<file path="src/mmc_regs.svh">
/*
 Register offsets, field positions, reset values and timing counts
 for the memory-map control block. Assumes inclusion by bare name.
*/
`ifndef MMC_REGS_SVH
`define MMC_REGS_SVH
`define MMC_OFF_MAP_TEST_0     8'hF8
`define MMC_OFF_MAP_TEST_1     8'hF9
`define MMC_OFF_MAP_TEST_2     8'hFA
`define MMC_OFF_MAP_TEST_3     8'hFB
`define MMC_OFF_MAP_CTRL       8'hFF
`define MMC_BIT_TEST_WINDOW    7
`define MMC_BIT_NARROW_FOLLOW  6
`define MMC_BIT_FOLLOW_HI      5
`define MMC_BIT_FOLLOW_LO      4
`define MMC_BIT_EXT_HI         3
`define MMC_BIT_EXT_LO         2
`define MMC_BIT_UPPER_HALF     1
`define MMC_BIT_FLASH_ENABLE   0
`define MMC_RST_CTRL_EXP       8'h0C
`define MMC_RST_CTRL_SC        8'h0D
`define MMC_RST_FOLLOW_BASE    6'h01
`define MMC_ECLK_DIV           8'h04
`endif

</file>
<file path="src/mmc_pkg.sv">
/*
 Types shared by the memory-map control block.
 Assumes the operating mode is supplied by the mode logic.
*/
package mmc_pkg;
    typedef enum logic [2:0] {
        MMC_SPEC_SC   = 3'h0,
        MMC_SPEC_XN   = 3'h1,
        MMC_SPEC_PER  = 3'h2,
        MMC_SPEC_XW   = 3'h3,
        MMC_NORM_SC   = 3'h4,
        MMC_NORM_XN   = 3'h5,
        MMC_NORM_PER  = 3'h6,
        MMC_NORM_XW   = 3'h7
    } mmc_mode_type;
    typedef enum logic [1:0] {
        MMC_ST_IDLE    = 2'h0,
        MMC_ST_STRETCH = 2'h1,
        MMC_ST_DONE    = 2'h2
    } mmc_state_type;
endpackage : mmc_pkg

</file>
<file path="src/mmc_test_reg.sv">
/*
 One read-to-clear mapping test register.
 Assumes capture pulses come from the same clock domain.
*/
`timescale 1ns/1ps
module mmc_test_reg
(
    // Clock and reset
    input  wire logic       clk,
    input  wire logic       rst_n,
    // Capture and clear
    input  wire logic [7:0] setBits,
    input  wire logic       readClr,
    // Value
    output logic      [7:0] value
);
    // Set wins over the read clear
    always_ff @(posedge clk or negedge rst_n)
    begin
        if (!rst_n)
            value <= 8'h00;
        else if (readClr)
            value <= setBits; // [RQ14]
        else
            value <= value | setBits;
    end
endmodule : mmc_test_reg

</file>
<file path="src/mmc_map_ctrl.sv">
/*
 Memory-map control: write-protected mapping control register,
 flash window decode, follow-space decode, E-clock stretch and four
 read-to-clear test registers.
 Assumes a plain one-cycle register port and a mode input on clk.
*/
// Operation
// RQ1: Normal modes accept only the first control write, special modes any, reads always.
// RQ2: The test-window bit is held zero in normal modes.
// RQ3: Test window clear maps 16K flash at 8000-BFFF, set maps 32K at 8000-FFFF.
// RQ4: The narrow follow-bus option acts only in expanded wide modes.
// RQ5: Narrow bit clear gives a 16-bit follow space, set gives 8-bit over port A.
// RQ6: The follow space sits right after the register block and moves with it.
// RQ7: Follow-space accesses stretch by the two-bit follow stretch field; the code does so only in expanded modes.
// RQ8: External accesses stretch by the external field; none in single-chip or peripheral.
// RQ9: Flash is in the map only while flash enable is one.
// RQ10: Upper-half-only is ignored while flash enable is clear.
// RQ11: Upper-half-only blocks fixed flash at 4000-7FFF; paged window still reaches it.
// RQ12: Special mode with test window and upper-half-only selects all four arrays at once.
// RQ13: Software clears upper-half-only before reading arrays after the overlay.
// RQ14: The four test registers are read-only and clear after each read.
// RQ15: In the test window page-index bits 2 and 1 pick one of four 32K arrays.
// RQ16: A reset-only flag marks that the first control write has happened.
// RQ17: Each stretch cycle adds one whole E period with address held.
`include "mmc_regs.svh"
`timescale 1ns/1ps
module mmc_map_ctrl
(
    // Clock and reset
    input  wire logic                 clk,
    input  wire logic                 rst_n,
    // Register port
    input  wire logic [7:0]           regAddr,
    input  wire logic [7:0]           regWrData,
    input  wire logic                 regWr,
    input  wire logic                 regRd,
    output logic      [7:0]           regRdData,
    // Mode and mapping inputs
    input  wire mmc_pkg::mmc_mode_type opMode,
    input  wire logic [4:0]           regBase,
    input  wire logic [2:0]           pageIndex,
    // CPU access
    input  wire logic [15:0]          cpuAddr,
    input  wire logic                 cpuValid,
    input  wire logic                 cpuExternal,
    // Decode results
    output logic                      flashSel,
    output logic [3:0]                arraySel,
    output logic [16:0]               flashAddr,
    output logic                      followSel,
    output logic                      followNarrow,
    output logic                      cpuHold,
    output logic [15:0]               busAddr
);
    import mmc_pkg::*;

    logic [7:0]    ctrl_r;
    logic          written_r;
    logic          special;
    logic          normal;
    logic          expWide;
    logic          expanded;
    logic [7:0]    ctrlWrVal;
    logic [7:0]    test0;
    logic [7:0]    test1;
    logic [7:0]    test2;
    logic [7:0]    test3;
    logic [7:0]    rd_nxt;
    logic          testWin;
    logic          flash_enable;
    logic          upperOnly;
    logic          inFollow;
    logic          inFixed;
    logic          inWin;
    logic          flash_nxt;
    logic [3:0]    array_nxt;
    logic [16:0]   faddr_nxt;
    logic [1:0]    stretchNeed;
    mmc_state_type state_r;
    logic [1:0]    stretchLeft_r;
    logic [7:0]    ediv_r;
    logic          startAcc;
    logic          initDone_r;

    assign special  = !opMode[2];
    assign normal   = opMode[2];
    assign expWide  = (opMode[1:0] == 2'h3);
    assign expanded = (opMode[1:0] == 2'h1) || (opMode[1:0] == 2'h3);

    // Normal modes force the test-window bit low
    always_comb
    begin
        ctrlWrVal = regWrData;
        if (normal)
            ctrlWrVal[`MMC_BIT_TEST_WINDOW] = 1'b0; // [RQ2]
    end

    // Reset value depends on mode, caught once after release
    always_ff @(posedge clk or negedge rst_n)
    begin
        if (!rst_n)
            initDone_r <= 1'b0;
        else
            initDone_r <= 1'b1;
    end

    always_ff @(posedge clk or negedge rst_n)
    begin
        if (!rst_n)
            ctrl_r <= `MMC_RST_CTRL_EXP;
        else if (!initDone_r)
            ctrl_r <= expanded ? `MMC_RST_CTRL_EXP : `MMC_RST_CTRL_SC;
        else if (regWr && regAddr == `MMC_OFF_MAP_CTRL && (special || !written_r)) // [RQ1]
            ctrl_r <= ctrlWrVal;
        else if (normal)
            ctrl_r[`MMC_BIT_TEST_WINDOW] <= 1'b0; // [RQ2]
    end

    // Write-once flag, cleared only by reset
    always_ff @(posedge clk or negedge rst_n)
    begin
        if (!rst_n)
            written_r <= 1'b0;
        else if (regWr && regAddr == `MMC_OFF_MAP_CTRL && initDone_r)
            written_r <= 1'b1; // [RQ16]
    end

    // Test window exists only in special modes
    assign testWin   = ctrl_r[`MMC_BIT_TEST_WINDOW] && special;
    assign flash_enable     = ctrl_r[`MMC_BIT_FLASH_ENABLE];
    assign upperOnly = ctrl_r[`MMC_BIT_UPPER_HALF] && flash_enable; // [RQ10]

    // Follow space is the upper 1K of the 2K block selected by regBase
    assign inFollow = (cpuAddr[15:11] == regBase) && cpuAddr[10]; // [RQ6]
    assign inFixed  = (cpuAddr[15:14] == 2'h1);
    assign inWin    = testWin ? cpuAddr[15] : (cpuAddr[15:14] == 2'h2); // [RQ3]

    always_comb
    begin
        flash_nxt = 1'b0;
        array_nxt = 4'h0;
        faddr_nxt = 17'h00000;
        if (flash_enable && cpuValid) // [RQ9]
        begin
            if (inWin && testWin)
            begin
                flash_nxt = 1'b1;
                faddr_nxt = {pageIndex[2:1], cpuAddr[14:0]}; // [RQ15]
                if (upperOnly)
                    array_nxt = 4'hF; // [RQ12]
                else
                    array_nxt = 4'h1 << pageIndex[2:1];
            end
            else if (inWin)
            begin
                flash_nxt = 1'b1;
                faddr_nxt = {pageIndex, cpuAddr[13:0]};
                array_nxt = 4'h1 << pageIndex[2:1];
            end
            else if (inFixed && !upperOnly) // [RQ11]
            begin
                flash_nxt = 1'b1;
                faddr_nxt = {3'h6, cpuAddr[13:0]};
                array_nxt = 4'h8;
            end
            // Fixed page 7 outside the test window
            else if (!testWin && cpuAddr[15:14] == 2'h3)
            begin
                flash_nxt = 1'b1;
                faddr_nxt = {3'h7, cpuAddr[13:0]};
                array_nxt = 4'h8;
            end
        end
    end

    // Stretch selection per access type
    always_comb
    begin
        stretchNeed = 2'h0;
        if (expanded && inFollow)
            stretchNeed = ctrl_r[`MMC_BIT_FOLLOW_HI:`MMC_BIT_FOLLOW_LO]; // [RQ7]
        else if (expanded && cpuExternal)
            stretchNeed = ctrl_r[`MMC_BIT_EXT_HI:`MMC_BIT_EXT_LO]; // [RQ8]
    end

    // Accesses start only while the sequencer is idle
    assign startAcc = cpuValid && (state_r == MMC_ST_IDLE);

    // E-clock divider
    always_ff @(posedge clk or negedge rst_n)
    begin
        if (!rst_n)
            ediv_r <= 8'h00;
        else if (startAcc || ediv_r == `MMC_ECLK_DIV - 8'h01)
            ediv_r <= 8'h00;
        else
            ediv_r <= ediv_r + 8'h01;
    end

    // Stretch sequencer holds the bus one E period per count
    always_ff @(posedge clk or negedge rst_n)
    begin
        if (!rst_n)
        begin
            state_r       <= MMC_ST_IDLE;
            stretchLeft_r <= 2'h0;
            cpuHold       <= 1'b0;
            busAddr       <= 16'h0000;
        end
        else
        begin
            case (state_r)
                MMC_ST_IDLE:
                begin
                    if (cpuValid)
                    begin
                        busAddr <= cpuAddr;
                        if (stretchNeed != 2'h0)
                        begin
                            state_r       <= MMC_ST_STRETCH;
                            stretchLeft_r <= stretchNeed;
                            cpuHold       <= 1'b1;
                        end
                    end
                end
                MMC_ST_STRETCH:
                begin
                    if (ediv_r == `MMC_ECLK_DIV - 8'h01) // [RQ17]
                    begin
                        stretchLeft_r <= stretchLeft_r - 2'h1;
                        if (stretchLeft_r == 2'h1)
                        begin
                            state_r <= MMC_ST_DONE;
                            cpuHold <= 1'b0;
                        end
                    end
                end
                MMC_ST_DONE:
                    state_r <= MMC_ST_IDLE;
                default:
                    state_r <= MMC_ST_IDLE;
            endcase
        end
    end

    // Decode outputs registered
    always_ff @(posedge clk or negedge rst_n)
    begin
        if (!rst_n)
        begin
            flashSel     <= 1'b0;
            arraySel     <= 4'h0;
            flashAddr    <= 17'h00000;
            followSel    <= 1'b0;
            followNarrow <= 1'b0;
        end
        else
        begin
            flashSel     <= flash_nxt;
            arraySel     <= array_nxt;
            flashAddr    <= faddr_nxt;
            followSel    <= cpuValid && inFollow;
            followNarrow <= cpuValid && inFollow && expWide
                            && ctrl_r[`MMC_BIT_NARROW_FOLLOW]; // [RQ4] [RQ5]
        end
    end

    // Test registers capture decode activity
    mmc_test_reg uTest0 (.clk(clk), .rst_n(rst_n), .setBits(faddr_nxt[7:0]),
        .readClr(regRd && regAddr == `MMC_OFF_MAP_TEST_0), .value(test0));
    mmc_test_reg uTest1 (.clk(clk), .rst_n(rst_n), .setBits(faddr_nxt[15:8]),
        .readClr(regRd && regAddr == `MMC_OFF_MAP_TEST_1), .value(test1));
    mmc_test_reg uTest2 (.clk(clk), .rst_n(rst_n), .setBits({3'h0, faddr_nxt[16], array_nxt}),
        .readClr(regRd && regAddr == `MMC_OFF_MAP_TEST_2), .value(test2));
    mmc_test_reg uTest3 (.clk(clk), .rst_n(rst_n),
        .setBits({4'h0, followSel, flash_nxt, stretchNeed}),
        .readClr(regRd && regAddr == `MMC_OFF_MAP_TEST_3), .value(test3));

    // Read mux; test registers clear as they are read
    always_comb
    begin
        case (regAddr)
            `MMC_OFF_MAP_TEST_0: rd_nxt = test0; // [RQ14]
            `MMC_OFF_MAP_TEST_1: rd_nxt = test1;
            `MMC_OFF_MAP_TEST_2: rd_nxt = test2;
            `MMC_OFF_MAP_TEST_3: rd_nxt = test3;
            `MMC_OFF_MAP_CTRL:   rd_nxt = ctrl_r;
            default:             rd_nxt = 8'h00;
        endcase
    end

    // Read data stands for one cycle only
    always_ff @(posedge clk or negedge rst_n)
    begin
        if (!rst_n)
            regRdData <= 8'h00;
        else if (regRd)
            regRdData <= rd_nxt;
        else
            regRdData <= 8'h00;
    end
endmodule : mmc_map_ctrl

</file>
<file path="config.mk">
export PLATFORM = sky130hd
export DESIGN_NAME = mmc_map_ctrl
export DESIGN_NICKNAME = d
export VERILOG_FILES = /design/src/mmc_pkg.sv /design/src/mmc_test_reg.sv /design/src/mmc_map_ctrl.sv
export VERILOG_INCLUDE_DIRS = /design/src
export SDC_FILE = /design/constraint.sdc
export NUM_CORES = 1
export LEC_CHECK = 0
export ABC_AREA = 1
export BUFFER_PORTS_ARGS = -buffer_cell sky130_fd_sc_hd__buf_2
export CAP_MARGIN = 5
export CORE_UTILIZATION = 53
export CTS_CLUSTER_SIZE = 40
export DETAILED_ROUTE_END_ITERATION = 7
export PLACE_DENSITY_LB_ADDON = 0.3
export RECOVER_POWER = 25
export SETUP_SLACK_MARGIN = 0.2
export SLEW_MARGIN = 20
export SYNTH_ARGS = -nofsm -noshare
export SYNTH_HDL_FRONTEND = slang
export SYNTH_SLANG_ARGS = --single-unit
</file>
<file path="constraint.sdc">
create_clock -name clk -period 1.6 [get_ports clk]
set_clock_uncertainty 0.15 [all_clocks]
set_input_delay 0 -clock clk [delete_from_list [all_inputs] [get_ports clk]]
set_output_delay 0 -clock clk [all_outputs]
set_load 0.02 [all_outputs]
</file>
# ---- Yosys cells after proc, flatten, opt, wreduce, memory -nomap -nowiden
# Index checks and enable logic that the tools add are counted.
dict set report word_totals {
  register_bits 103
  word_cells 126
}
dict set report classes {
  add_sub_neg 2
  shift 1
  bitwise_logic 4
  n_mux 46
  reduce_logical 34
  eq_ne 20
}
# operator n
set op_table {}
lappend op_table {{17-bit 2-to-1 mux} 5}
lappend op_table {{8-bit 2-to-1 mux} 7}
lappend op_table {{8-bit equality test, second input constant} 5}
lappend op_table {{8-bit one-hot mux with 5 select lines} 1}
lappend op_table {{4-bit 2-to-1 mux} 6}
lappend op_table {{1-bit logical AND} 20}
lappend op_table {{2-bit 2-to-1 mux} 9}
lappend op_table {{8-bit bitwise OR} 2}
lappend op_table {{1-bit 2-to-1 mux} 14}
lappend op_table {{8-bit by 1-bit adder with 8-bit output, second input constant} 1}
lappend op_table {{2-bit by 1-bit equality test with 1-bit output, second input constant} 4}
lappend op_table {{8-bit by 2-bit equality test with 1-bit output, second input constant} 1}
lappend op_table {{8-bit by 4-bit bitwise OR with 8-bit output} 1}
lappend op_table {{8-bit by 5-bit bitwise OR with 8-bit output} 1}
lappend op_table {{2-bit one-hot mux with 2 select lines} 2}
lappend op_table {{4-bit AND reduction} 2}
lappend op_table {{7-bit 2-to-1 mux} 1}
lappend op_table {{2-bit equality test, second input constant} 3}
lappend op_table {{2-bit != test, second input constant} 3}
lappend op_table {{5-bit equality test} 1}
lappend op_table {{5-bit AND reduction} 1}
lappend op_table {{1-bit logical NOT} 4}
lappend op_table {{2-bit by 1-bit != test with 1-bit output, second input constant} 2}
lappend op_table {{2-bit nonzero test} 2}
lappend op_table {{7 further kinds} 9}

# ---- Depth between registers and ports, before layout
# Gate-level depths: netlist of run 1.
dict set report depth {
  depth_word 11
  mapped_depth 11
  mapped_depth_nobuf 11
}

# ---- Hierarchy
# From an unflattened synthesis of run 1, not the netlist that was laid out.
dict set report unflattened {
  cells_unflattened 523
  area_unflattened_um2 4484.3
}
# mod n_inst seq_area_each_um2 area_each_um2 cells_per_inst
set by_module_without_submodules {}
lappend by_module_without_submodules {mmc_map_ctrl 1 1779.2 3308.2 391}
lappend by_module_without_submodules {mmc_test_reg 4 200.2 294.0 33}

# ---- Least setup slack after synthesis of run 1
# No wires, ideal clock.
dict set report synth_path {
  kind {register to register}
  startpoint {reg ctrl_r[1]}
  endpoint {reg flashAddr[10]}
  t_arrival_ns 1.132
  setup_time_ns 0.120
  synth_period_minus_slack_ns 1.402
  stages_incl_launch_ff 8
  required_ns 1.330
  setup_slack_ns 0.198
  path_cell_list {dfrtp_1 > nand2_1 > a21oi_1 > nor2_1 > inv_1 > clkbuf_1 > buf_2 > nor2_1}
}
dict set report synth_via {
  elab_chain_len 7
}
# element line_no
set synth_rtl {}
lappend synth_rtl {{start: declaration} mmc_map_ctrl.sv:57} ;# logic [7:0] ctrl_r;
lappend synth_rtl {{start signal: assignment} mmc_map_ctrl.sv:110} ;# ctrl_r <= `MMC_RST_CTRL_EXP;
lappend synth_rtl {{start signal: assignment} mmc_map_ctrl.sv:112} ;# ctrl_r <= expanded ? `MMC_RST_CTRL_EXP : `MMC_RST_CTRL_SC;
lappend synth_rtl {{start signal: assignment} mmc_map_ctrl.sv:114} ;# ctrl_r <= ctrlWrVal;
lappend synth_rtl {{1-bit logical AND} mmc_map_ctrl.sv:131} ;# assign upperOnly = ctrl_r[`MMC_BIT_UPPER_HALF] && flash_enable;
lappend synth_rtl {{1-bit logical NOT} mmc_map_ctrl.sv:160} ;# else if (inFixed && !upperOnly)
lappend synth_rtl {{1-bit logical AND} mmc_map_ctrl.sv:160}
lappend synth_rtl {{17-bit 2-to-1 mux} mmc_map_ctrl.sv:160}
lappend synth_rtl {{17-bit 2-to-1 mux} mmc_map_ctrl.sv:154} ;# else if (inWin)
lappend synth_rtl {{17-bit 2-to-1 mux} mmc_map_ctrl.sv:145} ;# if (inWin && testWin)
lappend synth_rtl {{17-bit 2-to-1 mux} mmc_map_ctrl.sv:143} ;# if (flash_enable && cpuValid)
lappend synth_rtl {{net faddr_nxt[10]} mmc_map_ctrl.sv:77} ;# logic [16:0] faddr_nxt;
lappend synth_rtl {{end signal: assignment} mmc_map_ctrl.sv:261} ;# flashAddr <= faddr_nxt;
lappend synth_rtl {{end: declaration} mmc_map_ctrl.sv:49} ;# output logic [16:0] flashAddr,
# The timed path passes the listed nets, and every way through them passes these cells.
# A chain may end at the register's enable or synchronous reset.

# ---- Worst setup path in the final report of run 1
dict set report layout_path {
  startpoint {reg ediv_r[1]}
  endpoint {reg stretchLeft_r[0]}
}
dict set report layout_via {
  elab_chain_len 3
}
# element line_no
set layout_rtl {}
lappend layout_rtl {{start: declaration} mmc_map_ctrl.sv:81} ;# logic [7:0] ediv_r;
lappend layout_rtl {{start signal: assignment} mmc_map_ctrl.sv:197} ;# ediv_r <= ediv_r + 8'h01;
lappend layout_rtl {{8-bit by 2-bit equality test with 1-bit output} mmc_map_ctrl.sv:228} ;# if (ediv_r == `MMC_ECLK_DIV - 8'h01)
lappend layout_rtl {{2-bit != test (no line)} -}
lappend layout_rtl {{4-bit AND reduction (no line)} -}
lappend layout_rtl {{end signal: assignment} mmc_map_ctrl.sv:221} ;# stretchLeft_r <= stretchNeed;
lappend layout_rtl {{end signal: assignment} mmc_map_ctrl.sv:230} ;# stretchLeft_r <= stretchLeft_r - 2'h1;
lappend layout_rtl {{end: declaration} mmc_map_ctrl.sv:80} ;# logic [1:0] stretchLeft_r;
# No other way between the ends.

==> metrics.cfg, run 1 <==
[run_status]
outcome = finished, violations left
violations = negative hold slack

[cells_and_area]
nNetsFinal = 687
syn2layout_area_growth_pct = 39.7
fill_cells = 472
final_common_cell = buf_2
layout_common_cells = 96 x buf_2, 93 x dfrtp_1, 87 x nand2_1
instances_no_fill = 740
final_layout_size_suffix_gt1_share_pct = 31.7
diodes = 0

[global_route]
antenna_found_initial = 0
grt_first_pass_wirelength_um = 17500
grt_max_degree = 33
first_global_vias = 3706
track_usage_pct = 27.4
overflow = 0

[floorplanning]
row_count = 31
dieArea_um2 = 8190
num_io_pins = 98
placeableCoreArea_um2 = 7410
die-width_um = 90.5
initial_utilization_pct = 56.1
die_y_um = 90.5

[worst_setup_path]
endpoint_kind = register
crit_fanout = 4
crit_start = ediv_r[1]$_DFF_PN0_
worst_ep_arrival_time_ps = 1600
critical_path_class = register to register
start_kind = register
worstReg2RegStart = ediv_r[1]$_DFF_PN0_
required_ps = 1720

[pwr]
swShare_pct = 33.4
combPwrFrac_pct = 28.4
p_int_mw = 4.47
irDropWorstVdd_v = 0.000709
clkPwrFrac_pct = 26.6
power_density_nw_per_um2 = 1160
p_switching_mw = 2.24
power_mw = 6.72
p_seq_share_pct = 45.0
power.leakage_nw = 3.09

[flow_run]
maxCapViolations = 0

[timing]
post-route-period-util_pct = 92.6
finalHoldViolCount = 22
tightestPinTransition_ps = 646
max_freq_mhz = 675
setup_viol = 0
min_period_ps = 1480
rsz0062_at_grt = yes
hold_ws_ps = -76.3
slew_headroom_pct = 56.9
slew_violations = 0
worst_slack_ps = 119

[route]
viasPerCell = 5.35
drt-total-wl_um = 11400
wl_per_cell_um = 15.4
detail-route-antenna-nets = 0
drc = 0
firstDrtPassIters = 6
drtIter0Drc = 359
vias = 3962

[synthesis]
synth_cell_type_count = 35
synth.top_cell.area_share_pct = 56.6
syn_inst = 465
ys_ff_latch = 96
synth_area_leader_cell = dfrtp_1
yosys_warnings = 0
synth_fp_nets = 516
avgSynthCellArea_um2 = 8.93
syn-cell-area_um2 = 4150
synth.top_cells.by_area = dfrtp_1 57%, nand2_1 8.6%, o21ai_0 7.2%
synth-seq-area-share_pct = 57.9

[cts]
clk_latency_ps = 370
cts_tree = yes
cts_htree_levels = 3
clockBufferDepth = 2
cts.sinks = 96
cts-root-buf = clkbuf_8
cts_buffers = 9
clk_pin_slew_worst_paths_ps = 100

[placement]
gp_congestion = 0.905
placed_cells = 663
place.port_buffers = 97
pre_cts_ws_ps = -58.8
place_hpwl_um = 7320

[hold_path]
hold_class = input pin to async pin

state kept, by name (all words and copies together), names as in the netlist, 2 cells and up:
register       cells
arraySel           4
busAddr           16
ctrl_r             8
ediv_r             8
flashAddr         17
regRdData          8
state_r            2
stretchLeft_r      2
uTest0.value       8
uTest1.value       8
uTest2.value       5
uTest3.value       4
kinds of logic (layout without fill, tap and decap cells):
logic type	after synthesis	in the layout	share of synthesized area, %
other	1	1	0.0903
and+or+nand+nor	189	189	20.4
AOI/OAI and AO/OA	92	92	12.6
DFF	96	96	57.9
xor gates and xnor gates	1	1	0.211
buffers and inverters	84	260	8.26
adders and majority gates	2	2	0.602
critical path, stage by stage, from the launching register on:
cell	delay, ps
dfrtp_1	420
ha_4	160
inv_2	40
nor4_2	210
nand2_1	120
buf_6	160
nand3_2	70
nand2_2	50
metal layers:
layer,up-vias,GRT usage [%],part of all wire [%]
met5,-,0,0
met4,0,10.9,2.8
met3,34,4.46,6.1
met2,195,45.8,51
met1,1903,35.6,40
li1,1830,-,-
per-stage QoR:
stage / setup TNS [ps] / util, % / hold slack [ps] / cell area [um2]
after detailed placement: -58.8 / 65.2 / -178 / 4830
after CTS: 0 / 75.7 / -62.0 / 5610
final: 0 / 78.3 / -76.3 / 5800
after floorplan: 0 / - / -446 / 4160
after global placement: 0 / 65.2 / -180 / 4830
after global routing: 0 / 78.3 / -50.8 / 5800
repair_timing:
action / in CTS / in global routing
gates cloned: 0 / 2
resized for setup: 26 / 38
hold buffers: 40 / 3
pin swaps: 7 / 12
hold endpoints to repair: 175 / 8
setup buffers: 13 / 3
endpoints found under the setup margin: 47 / 53
layout make-up:
cell class	count	area, um2	area share [%]
Inverter	74	280	4.83
Tap cell	99	124	2.13
Clock buffer	10	138	2.37
Clock inverter	6	90.1	1.55
Sequential cell	96	2410	41.5
Multi-Input combinational cell	285	1570	27.0
Timing Repair Buffer	170	1200	20.6
power groups by stage:
stage          sequential (mW)  combinational [mW]  clock, mW
2_1_floorplan             3.29               0.647          0
3_3_place_gp              3.03                1.44          0
3_5_place_dp              3.04                1.52          0
4_1_cts                   2.99                1.76       1.79
5_1_grt                   3.06                2.09       1.89
6_report                  3.02                1.91       1.79
Yosys cell counts, drive strengths merged:
master / number
nand2: 98
dfrtp: 94
inv: 74
o21ai: 65
nor2: 50
nand3: 18
a21oi: 11
nor3: 10
clkbuf: 8
nand4: 6
o22ai: 6
nor4: 5
o21bai: 4
o211ai: 3
buf: 2
dfstp: 2
ha: 2
nor3b: 2
a211oi: 1
a31oi: 1
conb: 1
o221ai: 1
xor2: 1
final timing paths:
check | to | cells past startpoint | slack (ps)
setup / recovery | stretchLeft_r[0]$_DFFE_PN0P_ | 7 | 120
hold / removal | regRdData[4]$_DFF_PN0_ | 2 | -80
setup reg to reg | stretchLeft_r[0]$_DFFE_PN0P_ | 7 | 120
hold reg to reg | busAddr[1]$_DFFE_PN0P_ | 2 | 340
max in group asynchronous | regRdData[0]$_DFF_PN0_ | 3 | 380
min in group clk | ctrl_r[7]$_DFFE_PN0P_ | 4 | -40
No activity file was read; power rests on OpenSTA's default activity.
==> run 2, diff against run 1 <==
--- a/config.mk
+++ b/config.mk
@@ -12,7 +12,7 @@
 export CORE_UTILIZATION = 53
 export CTS_CLUSTER_SIZE = 40
 export DETAILED_ROUTE_END_ITERATION = 7
-export PLACE_DENSITY_LB_ADDON = 0.3
+export PLACE_DENSITY = 0.79
 export RECOVER_POWER = 25
 export SETUP_SLACK_MARGIN = 0.2
 export SLEW_MARGIN = 20
==> metrics.cfg, run 2 (synthesized netlist as in run 1, its figures left out) <==
[timing]
fin_tns_setup_ps = 0
finalHoldViolCount = 20
tightestPinTransition_ps = 765
worst_slack_ps = 86.3
rsz0062_at_grt = yes
max_freq_mhz = 661
slew_violations = 0
hold_ws_ps = -78.9
setup_viol = 0
slew_headroom_pct = 49.0
min_period_ps = 1510
post-route-period-util_pct = 94.6

[route]
detail-route-antenna-nets = 0
drtIter0Drc = 247
firstDrtPassIters = 5
drc = 0
vias = 3832
drt-total-wl_um = 11100
viasPerCell = 5.22
wl_per_cell_um = 15.1

[floorplanning]
dieArea_um2 = 8190
row_count = 31
placeableCoreArea_um2 = 7410
initial_utilization_pct = 56.1
num_io_pins = 98
die-width_um = 90.5
die_y_um = 90.5

[placement]
placed_cells = 664
place_hpwl_um = 7230
gp_congestion = 0.873
place.port_buffers = 97
pre_cts_ws_ps = -62.4

[worst_setup_path]
required_ps = 1740
max_stage_delay_ps = 410
ff2ff_path_depth = 7
start_kind = register
path_common_cell = nand2_1
critical_path_class = register to register
critPathTopFamily = simple AND/OR/NAND/NOR gates
cp_num_cells = 7
rrSetupSlack_ps = 90
endpoint_kind = register
worstReg2RegStart = ediv_r[0]$_DFF_PN0_
slowest_stage = dfrtp_1
crit_buf_inv = 1
reg2reg_to = ediv_r[6]$_DFF_PN0_
worst_ep_arrival_time_ps = 1660
crit_fanout = 3
crit_chain = ha_4 -> nand2_1 -> inv_1 -> nand2_1 -> nor2_2 -> a21oi_1 -> nor3_2
crit_start = ediv_r[0]$_DFF_PN0_
cp-endpoint = ediv_r[6]$_DFF_PN0_

[pwr]
power.leakage_nw = 3.02
irDropWorstVdd_v = 0.00100
power_density_nw_per_um2 = 1110
power_mw = 6.27

[cts]
clockBufferDepth = 2
cts-root-buf = clkbuf_8
cts_htree_levels = 3
clk_pin_slew_worst_paths_ps = 90
cts_tree = yes
cts_buffers = 9
cts.sinks = 96
clk_latency_ps = 370

[cells_and_area]
reg_top3 = flashAddr: 17 flops, busAddr: 16 flops
largest-register = flashAddr
final_layout_size_suffix_gt1_share_pct = 29.6
instances_no_fill = 734
syn2layout_area_growth_pct = 36.0
final_common_cell = buf_2
layout_common_cells = 96 x buf_2, 94 x dfrtp_1, 88 x nand2_1
nNetsFinal = 681
largest_reg_flops = 17
diodes = 0

[global_route]
grt_first_pass_wirelength_um = 17800
antenna_found_initial = 0
overflow = 0
first_global_vias = 3750
track_usage_pct = 28.0
grt_max_degree = 34

[run_status]
outcome = finished, violations left
violations = negative hold slack

[flow_run]
maxCapViolations = 0

[hold_path]
hold_class = input pin to async pin

==> run 2: layout make-up <==
cell class | count | area, um2
inverter | 74 | 280
tap | 99 | 124
clock inverter | 6 | 42.5
multi-input combinational | 285 | 1530
sequential | 96 | 2400
fill | 502 | 1760
timing repair buffer | 164 | 1140
clock buffer | 10 | 128
==> run 2: per-layer routing <==
layer	vias to the layer above	routed length [um]	global-route usage, %
li1	1821	-	-
met1	1821	4700	36.4
met2	162	5480	46.2
met3	28	649	4.46
met4	0	255	12.9
met5	-	0	0
==> run 2: how the worst min path moves through the flow <==
stage                                end  depth (start not counted)  slack [ps]  start
4_1_cts        uTest0.value[0]$_DFF_PN0_                          2         -30  rst_n
2_1_floorplan      arraySel[0]$_DFF_PN0_                          0        -450  rst_n
6_report       uTest0.value[4]$_DFF_PN0_                          2         -80  rst_n
3_3_place_gp      busAddr[0]$_DFFE_PN0P_                          1        -170  rst_n
3_5_place_dp      busAddr[1]$_DFFE_PN0P_                          1        -170  rst_n
5_1_grt           flashAddr[1]$_DFF_PN0_                          2         -50  rst_n
==> run 2: per-stage QoR <==
stage               cell area, um2  utilization, %
CTS                           5510            74.3
global route                  5650            76.3
finish                        5650            76.3
global placement              4820            65.1
floorplan                     4160               -
detailed placement            4820            65.1
==> run 2: timing repair <==
item                                    CTS  global route
pin swaps                                 4             6
buffers inserted                          9             2
hold buffers                             41             1
cloned                                    0             1
gates resized for setup                  13            39
endpoints found under the setup margin   28            50
endpoints found under the hold margin   179             8
==> run 2: power by group <==
part	leakage [nW]	internal (mW)	total, mW	switching, mW
clock network	0.0831	0.571	1.42	0.852
logic	1.78	0.709	1.84	1.13
registers	1.15	2.79	3.01	0.216
